$ cat src/inc/tdf_pkg.sv
// Constants, state and bus types for the touch detect and option decode core
package tdf_pkg;

  // ----------------------------------------------------------------
  // Timing
  // ----------------------------------------------------------------
  localparam int CLK_HZ       = 40_000_000;
  localparam int SLOW_MS      = 20;
  localparam int FAST_MS      = 10;
  localparam int SLOW_CYC     = CLK_HZ / 1000 * SLOW_MS;
  localparam int FAST_CYC     = CLK_HZ / 1000 * FAST_MS;
  localparam int FRZ_SHORT_MS = 15_000;
  localparam int FRZ_LONG_MS  = 45_000;
  localparam logic [12:0] FRZ_S_SLOW = 13'(FRZ_SHORT_MS / SLOW_MS);
  localparam logic [12:0] FRZ_S_FAST = 13'(FRZ_SHORT_MS / FAST_MS);
  localparam logic [12:0] FRZ_L_SLOW = 13'(FRZ_LONG_MS / SLOW_MS);
  localparam logic [12:0] FRZ_L_FAST = 13'(FRZ_LONG_MS / FAST_MS);

  // ----------------------------------------------------------------
  // Register offsets and fields
  // ----------------------------------------------------------------
  localparam logic [4:0] REG_POWER_THRESHOLD_OUTPUT_OPTIONS   = 5'h00;
  localparam logic [4:0] REG_SAMPLING_AND_TRANSFER_OPTIONS   = 5'h04;
  localparam logic [4:0] REG_STATUS = 5'h08;
  localparam logic [4:0] REG_LEVELS = 5'h0C;
  localparam logic [7:0] OPT_RST    = 8'h00;
  localparam logic [7:0] SAMPLING_AND_TRANSFER_OPTIONS_MASK  = 8'h06;
  localparam int SAMPLING_AND_TRANSFER_OPTIONS_SMP = 2;
  localparam int SAMPLING_AND_TRANSFER_OPTIONS_XFR = 1;
  localparam int PWR_LO   = 6;
  localparam int THR_LO   = 4;
  localparam int FRZ_LO   = 2;
  localparam int OUT_LO   = 0;
  localparam logic [1:0] FRZ_LONG = 2'h1;
  localparam logic [1:0] FRZ_INF  = 2'h3;

  // ----------------------------------------------------------------
  // Detection
  // ----------------------------------------------------------------
  localparam logic [2:0]  ENTRY_DEB    = 3'h4;
  localparam logic [2:0]  EXIT_DEB     = 3'h3;
  localparam logic [15:0] THR_STD_PROX = 16'h0010;
  localparam logic [15:0] THR_STD_TCH  = 16'h0040;
  localparam logic [15:0] THR_SNS_PROX = 16'h0008;
  localparam logic [15:0] THR_SNS_TCH  = 16'h0020;

  typedef enum logic [1:0] {ST_TRACK, ST_HOLD, ST_DRIFT} tdf_st_t;

  typedef struct packed {
    logic        read;
    logic        write;
    logic [4:0]  address;
    logic [31:0] writedata;
  } tdf_avs_req_t;

  typedef struct packed {
    tdf_st_t     st;
    logic        det;
    logic        frz;
    logic        cal;
    logic [2:0]  deb;
    logic [12:0] hold;
    logic [19:0] tick;
    logic        tick_p;
    logic [19:0] acc;
    logic [15:0] sig;
    logic [7:0]  power_threshold_output_options;
    logic [7:0]  sampling_and_transfer_options;
    logic        ack;
    logic        wt;
    logic [31:0] rdata;
  } tdf_state_t;

endpackage

$ cat src/core/tdf_core.sv
// Touch detection, reference hold timeout and option byte decode
`timescale 1ns/1ps
// How it works
// - Detection entry freezes the tracking filter
// - Freeze ends after configured hold timeout
// - Past timeout, tracking resumes during detection
// - After release, small difference reports no detection
// - Masked window arises from tracking itself
// - Debounce samples with filter against noise
// - Separate consecutive counts for entry, exit
// - Configuration comes from option bytes
// - Blank option bytes read zero, defaults
// - Sampling bit selects 20 or 10 ms
// - Transfer bit selects 125 or 250 kHz
// - Power mode field decode, bits 7:6
// - Threshold field decode, bits 5:4
// - Freeze timeout field: 15s, 45s, infinite
// - Output mode field decode, bits 1:0
// - Detection is high, no detection low
// - Detect when reference exceeds signal by threshold
// - Reference is unity-gain first-order low-pass
module tdf_core
  import tdf_pkg::*;
#(
  parameter int P_SLOW_CYC = SLOW_CYC,
  parameter int P_FAST_CYC = FAST_CYC
) (
  input  wire logic         i_clk,
  input  wire logic         i_rst_n,
  input  wire tdf_avs_req_t i_avs,
  output logic [31:0]       o_avs_readdata,
  output logic              o_avs_waitrequest,
  input  wire logic         i_smp_valid,
  input  wire logic [15:0]  i_smp_count,
  output logic              o_detect,
  output logic              o_ref_frozen,
  output logic [15:0]       o_reference,
  output logic              o_period_tick,
  output logic              o_fast_sample,
  output logic              o_fast_transfer,
  output logic [1:0]        o_power_mode,
  output logic [1:0]        o_threshold_sel,
  output logic [1:0]        o_output_mode
);

  // ----------------------------------------------------------------
  // State
  // ----------------------------------------------------------------
  localparam tdf_state_t RST_STATE = '{
    st:     ST_TRACK,
    det:    1'b0,
    frz:    1'b0,
    cal:    1'b0,
    deb:    3'h0,
    hold:   13'h0000,
    tick:   20'h00000,
    tick_p: 1'b0,
    acc:    20'h00000,
    sig:    16'h0000,
    power_threshold_output_options:   OPT_RST,
    sampling_and_transfer_options:   OPT_RST,
    ack:    1'b0,
    wt:     1'b1,
    rdata:  32'h0000_0000
  };

  tdf_state_t  s_q;
  tdf_state_t  s_d;
  logic [19:0] tick_lim;
  logic [12:0] frz_lim;
  logic        frz_inf;
  logic [15:0] thr;
  logic [16:0] diff;
  logic        qual;
  logic [15:0] ref_val;

  // ----------------------------------------------------------------
  // Option decode
  // ----------------------------------------------------------------
  always_comb begin
    if (s_q.sampling_and_transfer_options[SAMPLING_AND_TRANSFER_OPTIONS_SMP]) begin
      tick_lim = 20'(P_FAST_CYC - 1);
    end else begin
      tick_lim = 20'(P_SLOW_CYC - 1);
    end
    frz_inf = (s_q.power_threshold_output_options[FRZ_LO+:2] == FRZ_INF);
    if (s_q.power_threshold_output_options[FRZ_LO+:2] == FRZ_LONG) begin
      frz_lim = s_q.sampling_and_transfer_options[SAMPLING_AND_TRANSFER_OPTIONS_SMP] ? FRZ_L_FAST : FRZ_L_SLOW;
    end else begin
      frz_lim = s_q.sampling_and_transfer_options[SAMPLING_AND_TRANSFER_OPTIONS_SMP] ? FRZ_S_FAST : FRZ_S_SLOW;
    end
    case (s_q.power_threshold_output_options[THR_LO+:2])
      2'h0:    thr = THR_STD_PROX;
      2'h1:    thr = THR_STD_TCH;
      2'h2:    thr = THR_SNS_PROX;
      default: thr = THR_SNS_TCH;
    endcase
  end

  // ----------------------------------------------------------------
  // Qualifying compare
  // ----------------------------------------------------------------
  assign ref_val = s_q.acc[19:4];
  assign diff = {1'b0, ref_val} - {1'b0, i_smp_count};
  assign qual = !diff[16] && (diff[15:0] >= thr);

  // ----------------------------------------------------------------
  // Next state
  // ----------------------------------------------------------------
  always_comb begin
    logic [31:0] rd;
    rd = 32'h0000_0000;
    s_d = s_q;
    s_d.ack = 1'b0;
    s_d.tick_p = 1'b0;

    // Avalon slave, one wait state
    if (i_avs.address == REG_POWER_THRESHOLD_OUTPUT_OPTIONS) begin
      rd = {24'h00_0000, s_q.power_threshold_output_options};
    end else if (i_avs.address == REG_SAMPLING_AND_TRANSFER_OPTIONS) begin
      rd = {24'h00_0000, s_q.sampling_and_transfer_options};
    end else if (i_avs.address == REG_STATUS) begin
      rd = {16'h0000, s_q.hold, s_q.cal, s_q.frz, s_q.det};
    end else if (i_avs.address == REG_LEVELS) begin
      rd = {s_q.sig, ref_val};
    end
    if ((i_avs.read || i_avs.write) && !s_q.ack) begin
      s_d.ack = 1'b1;
      s_d.rdata = i_avs.read ? rd : 32'h0000_0000;
      if (i_avs.write) begin
        if (i_avs.address == REG_POWER_THRESHOLD_OUTPUT_OPTIONS) begin
          s_d.power_threshold_output_options = i_avs.writedata[7:0];
        end else if (i_avs.address == REG_SAMPLING_AND_TRANSFER_OPTIONS) begin
          s_d.sampling_and_transfer_options = i_avs.writedata[7:0] & SAMPLING_AND_TRANSFER_OPTIONS_MASK;
        end
      end
    end
    s_d.wt = !s_d.ack;

    // Sampling period ticks
    if (s_q.tick >= tick_lim) begin
      s_d.tick = 20'h00000;
      s_d.tick_p = 1'b1;
    end else begin
      s_d.tick = s_q.tick + 20'h00001;
    end

    if (i_smp_valid) begin
      s_d.sig = i_smp_count;
      if (!s_q.cal) begin
        s_d.cal = 1'b1;
        s_d.acc = {i_smp_count, 4'h0};
      end else begin
        if (s_q.st != ST_HOLD) begin
          s_d.acc = s_q.acc - {4'h0, s_q.acc[19:4]}
                  + {4'h0, i_smp_count};
        end
        case (s_q.st)
          ST_TRACK: begin
            if (!qual) begin
              s_d.deb = 3'h0;
            end else if (s_q.deb == ENTRY_DEB - 3'h1) begin
              s_d.st = ST_HOLD;
              s_d.deb = 3'h0;
              s_d.hold = 13'h0000;
            end else begin
              s_d.deb = s_q.deb + 3'h1;
            end
          end
          default: begin
            if (qual) begin
              s_d.deb = 3'h0;
            end else if (s_q.deb == EXIT_DEB - 3'h1) begin
              s_d.st = ST_TRACK;
              s_d.deb = 3'h0;
            end else begin
              s_d.deb = s_q.deb + 3'h1;
            end
          end
        endcase
      end
    end

    if (s_d.st == ST_TRACK) begin
      s_d.hold = 13'h0000;
    end else if (s_q.st == ST_HOLD && s_d.st == ST_HOLD
                 && s_q.tick_p && !frz_inf) begin
      if (s_q.hold >= frz_lim - 13'h0001) begin
        s_d.st = ST_DRIFT;
      end else begin
        s_d.hold = s_q.hold + 13'h0001;
      end
    end

    s_d.det = (s_d.st != ST_TRACK);
    s_d.frz = (s_d.st == ST_HOLD);
  end

  always_ff @(posedge i_clk) begin
    if (!i_rst_n) begin
      s_q <= RST_STATE;
    end else begin
      s_q <= s_d;
    end
  end

  // ----------------------------------------------------------------
  // Outputs
  // ----------------------------------------------------------------
  assign o_avs_readdata    = s_q.rdata;
  assign o_avs_waitrequest = s_q.wt;
  assign o_detect          = s_q.det;
  assign o_ref_frozen      = s_q.frz;
  assign o_reference       = s_q.acc[19:4];
  assign o_period_tick     = s_q.tick_p;
  assign o_fast_transfer   = s_q.sampling_and_transfer_options[SAMPLING_AND_TRANSFER_OPTIONS_XFR];
  assign o_fast_sample     = s_q.sampling_and_transfer_options[SAMPLING_AND_TRANSFER_OPTIONS_SMP];
  assign o_power_mode      = s_q.power_threshold_output_options[PWR_LO+:2];
  assign o_threshold_sel   = s_q.power_threshold_output_options[THR_LO+:2];
  assign o_output_mode     = s_q.power_threshold_output_options[OUT_LO+:2];
endmodule

$ cat config.mk
export PLATFORM = sky130hd
export DESIGN_NAME = tdf_core
export DESIGN_NICKNAME = d
export VERILOG_FILES = /design/src/inc/tdf_pkg.sv /design/src/core/tdf_core.sv
export SDC_FILE = /design/constraint.sdc
export NUM_CORES = 1
export LEC_CHECK = 0
export BUFFER_PORTS_ARGS = -buffer_cell sky130_fd_sc_hd__buf_2
export CAP_MARGIN = 20
export CELL_PAD_IN_SITES_DETAIL_PLACEMENT = 1
export CELL_PAD_IN_SITES_GLOBAL_PLACEMENT = 2
export CORE_MARGIN = 5
export CORE_UTILIZATION = 35
export CTS_CLUSTER_DIAMETER = 100
export DETAILED_ROUTE_END_ITERATION = 7
export GPL_ROUTABILITY_DRIVEN = 0
export PLACE_DENSITY = 0.86
export SYNTH_ARGS = -nofsm -noshare
export SYNTH_HDL_FRONTEND = slang
export SYNTH_SLANG_ARGS = --single-unit
$ cat constraint.sdc
create_clock -name i_clk -period 5 [get_ports i_clk]
set_input_delay 1 -clock i_clk [delete_from_list [all_inputs] [get_ports i_clk]]
set_output_delay 1 -clock i_clk [all_outputs]
set_load 0.02 [all_outputs]
# Yosys cells after proc, flatten, opt, wreduce, memory -nomap -nowiden
# Index checks and enable logic that the tools add are counted.
# op_classes
add_sub_neg,7
n_lt_le_gt_ge,3
eq_ne,14
muxes,36
n_bitwise,2
n_reduce_logical,21
# ops
cell,count
$mux 32,5
$mux 13,9
$mux 20,3
$pmux 7 s3,1
$add 20x1->20 const B,1
$add 20x16->20,1
$ge 20x20->1,1
$mux 2,10
$sub 20x16->20,1
$sub 16x16->17,1
$ge 16x16->1,1
$mux 3,5
$add 13x1->13 const B,1
$ge 13x13->1,1
$sub 13x1->13 const B,1
$mux 11,1
$eq 2x1->1 const B,5
$eq 5x4->1 const B,2
$eq 3x2->1 const B,2
$logic_not 2->1,3
$eq 5x3->1 const B,1
$logic_and 1x1->1,5
$logic_not 5->1,1
$eq 2x2->1 const B,2
11 further kinds,19
# word_totals
ff_bits,122
in_bits,58
output_inout_bits,60
elab_cells,98

# Logic depth before layout (Yosys ltp)
# depth
depth_word,15
depth_mapped,17
mapped_depth_nobuf,17

# Worst setup path after synthesis
# No wires, ideal clock.
# synth_path
path_kind,input to register
startpoint,input port i_smp_count[0]
endpoint,register s_q[114] (netlist name)
setup_ns,0.122
t_arrival_ns,3.738
required_ns,4.878
slack_ns,1.141
stages,12
n_path_buf,1
path_cell_list,ha_1 > fa_1 > nand2b_1 > a21oi_2 > o21ai_2 > o311a_4 > a21o_1 > or3_1 > a31o_4 > and3_4 > buf_6 > o311a_1
# synth_between
elab_chain_len,12
elab_cells_between_ends,21
cone_classes,add/sub (1); order compare (1); eq/ne (1); mux (11); reduce/logical (7)
# synth_rtl
element,line,rtl
"start, declared",tdf_core.sv:34,"input wire logic [15:0] i_smp_count,"
$sub 16x16->17 (*),tdf_core.sv:104,"assign diff = {1'b0, ref_val} - {1'b0, i_smp_count};"
$ge 16x16->1 / $logic_not 1->1 (equally long branches),tdf_core.sv:105,assign qual = !diff[16] && (diff[15:0] >= thr);
$logic_and 1x1->1 (*),tdf_core.sv:105,
"$mux 2, on equally long branches","tdf_core.sv:171, tdf_core.sv:160",
$mux 2,tdf_core.sv:158,case (s_q.st)
$mux 2,tdf_core.sv:150,if (!s_q.cal) begin
$mux 2,tdf_core.sv:148,if (i_smp_valid) begin
$eq 2x1->1,tdf_core.sv:186,end else if (s_q.st == ST_HOLD && s_d.st == ST_HOLD
$logic_and 1x1->1,tdf_core.sv:186,
$logic_and 1x1->1 (2 in a row),tdf_core.sv:187,&& s_q.tick_p && !frz_inf) begin
$mux 13,tdf_core.sv:186,
"end signal, assigned",tdf_core.sv:201,s_q <= RST_STATE;
"end signal, assigned",tdf_core.sv:203,s_q <= s_d;
"end, declared",tdf_core.sv:67,tdf_state_t s_q;
# Every way passes the cells marked *; elsewhere a longest branch is shown, timed or not.
# A chain may end at the register's enable or synchronous reset.

# Worst setup path after layout
# layout_path
startpoint,input port i_smp_count[0]
endpoint,register s_q[113] (netlist name)
# The elaborated chain is that of the path after synthesis.

==> impl_metrics.toml <==
[clock_tree]
clock-sinks = 122
cts_resized = 0
path_clk_slew_ps = 60
postCtsSetupRepairBufs = 0
numCtsBuffers = 17
cts_max_path_buffers = 2
clk_latency_ps = 420
cts_tree = "built"
htree_levels = 4
postCtsHoldBufs = 0
cts_root_buf = "clkbuf_16"

[power]
switching_power_mw = 1.074
intPower_mw = 2.098
p_leak_nw = 4.158
swShare = 0.3386
power.density_nw_per_um2 = 343.0
seqPwrFrac = 0.335
finalPower_mw = 3.172
ir_drop_uv = 251.4
power.share.clock = 0.373
combPwrFrac = 0.292

[timing]
post-route-period-util = 0.7940
period_needed_ps = 3970
grt_setup_unrepaired = "false"
slew_violations = 0
relSlewSlack = 0.4371
fin_skew_ps = 8.790
clock.fmax_ghz = 0.2519
hold_viol = 0
tns_ps = 0
finalWorstSetupSlack_ps = 1030
finalSetupViolations = 0
whs_ps = 455.7
worst_pin_slew_ps = 837.9

[global_route]
met1_usage = 0.2310
top_usage_layer = "met2"
grt-ovfl-total = 0
grt_pass1_wl_um = 39100
use_met3 = 0.03714
track_usage = 0.1843
antenna_found_initial = 0
grt_max_degree = 41
use_met2 = 0.3153
grt_pass1_vias = 7362

[synth]
synth_area_leaders = "dfxtp_1, ha_1, mux2i_1"
postSynthCellCount = 977
synth_top_family_by_area = "compound AO/OA/AOI/OAI gates"
synthXorXnorAreaFrac = 0.04646
ys_types = 72
synth-compound-area-share = 0.1923
synth_top_area_cell = "dfxtp_1"
synth-simple-area-share = 0.1486
synth-seq-cells = 122
syn_nets = 1117
synth-edff-count = 0
async_flop_share = 0
yosysSeqAreaShare = 0.2944
synth_top_area_frac = 0.2944
synthAdderAreaFrac = 0.1391
muxShareOfSynthArea = 0.06833
avgSynthCellArea_sq_um = 8.491
ys_warn_count = 0
syn_area_sq_um = 8295
synth_ff_type = "dfxtp_1"

[critical_path]
critPathCaptureType = "flop"
cp_data_arrival_time_ps = 4340
cp.required_ps = 5370
cp-start-kind = "input pin"
crit_fanout = 24
rrSetupSlack_ps = 1090
critPathKind = "in -> reg"

[final_layout]
final_common_cell = "dfxtp_1"
synthToLayoutAreaGrowth_pct = 11.49
design_area_sq_um = 9249
n_antenna_cell = 0
instances_no_fill = 1342
drive_gt1_frac = 0.1603
postLayoutCoreUtil = 0.3952
multi_input_comb_area_sq_um = 4947
regArea_sq_um = 2442
num-fill-cells = 2797
final_cell_mix = "dfxtp_1, inv_1, nor2_1, buf_2, ha_1"
fin_nets = 1150

[placed_design]
dp_cells = 1310
dpl_worst_slack_ps = 571.2
postPlaceCellArea_sq_um = 8690
place.detailed.hpwl_um = 18100
portBuffers = 93

[routing]
wl_per_cell_um = 18.01
drt-total-wl_um = 24170
via_count = 6998
final_antenna_net_count = 0
dr.pass1.iters = 4
drt_iter0_markers = 309
avgViaCountPerCell = 5.215
route.detailed.drc = 0

[die]
start_util = 0.3545
core_sq_um = 23400
dieArea_sq_um = 26880
ioPinCount = 118
die_h_um = 164.0
rows = 56
die_w_um = 164.0

[flow_run]
drv_cap = 0

[run_status]
outcome = "finished clean"

[worst_hold_path]
hold_class = "reg -> reg"
[registers in the layout (all words and copies together) (netlist names), 2 cells and up]
name	flops
o_output_mode	2
o_avs_readdata	32
s_q	62
o_threshold_sel	2
o_power_mode	2
o_reference	16
[logic make-up after synthesis]
family          Yosys count
simple gates            254
compound gates          234
buf+inv                 186
flops                   122
fa+ha+maj                82
mux                      54
xor+xnor                 44
other cells               1
[worst max-delay path: stages]
cell,delay (ps)
buf_2,130
ha_1,220
fa_1,390
nand2b_1,200
nand2b_1,80
a21oi_1,70
xnor2_1,140
ha_1,290
a211oi_1,200
nor2_1,90
nor4_1,230
and4_2,340
a21o_2,430
and3_4,340
o221a_2,190
[layout make-up]
class,instances,share of cell area
Multi-Input combinational cell,669,0.5349
Timing Repair Buffer,102,0.05763
Sequential cell,122,0.2641
Clock buffer,22,0.05019
Inverter,98,0.03977
Clock inverter,10,0.01028
Tap cell,319,0.04315
[path summary, 6_finish.rpt]
kind	startpoint	endpoint	depth (start not counted)
worst max-delay path	i_smp_count[0]	s_q[113]$_SDFF_PP0_	15
worst min-delay path	o_avs_readdata[11]$_SDFFE_PN0P_	o_avs_readdata[11]$_SDFFE_PN0P_	2
worst max register to register	o_reference[0]$_SDFFE_PN0P_	s_q[113]$_SDFF_PP0_	15
worst min register to register	o_avs_readdata[11]$_SDFFE_PN0P_	o_avs_readdata[11]$_SDFFE_PN0P_	2
[layer usage]
layer,vias up,share of wire
met3,30,0.035
li1,3427,-
met1,3441,0.46
met2,100,0.48
met4,0,0.024
met5,-,0
[power by group through the flow]
stage / clock [mW] / combinational [mW] / sequential [mW]
finish: 1.18 / 0.926 / 1.06
CTS: 1.22 / 0.933 / 1.06
global placement: 0 / 0.897 / 1.08
floorplan: 0 / 0.720 / 1.06
detailed placement: 0 / 0.920 / 1.09
global route: 1.26 / 1.05 / 1.07
[Yosys cell counts, types with 18 or more instances]
master / n
a21oi_1: 57
nand2_1: 44
dfxtp_1: 122
xor2_1: 21
inv_1: 97
ha_1: 65
clkbuf_1: 26
buf_4: 55
nand3_1: 24
nor2_1: 93
o21ai_0: 57
mux2i_1: 51
xnor2_1: 23
a22o_1: 18
Power figures use the tool's default switching activity.
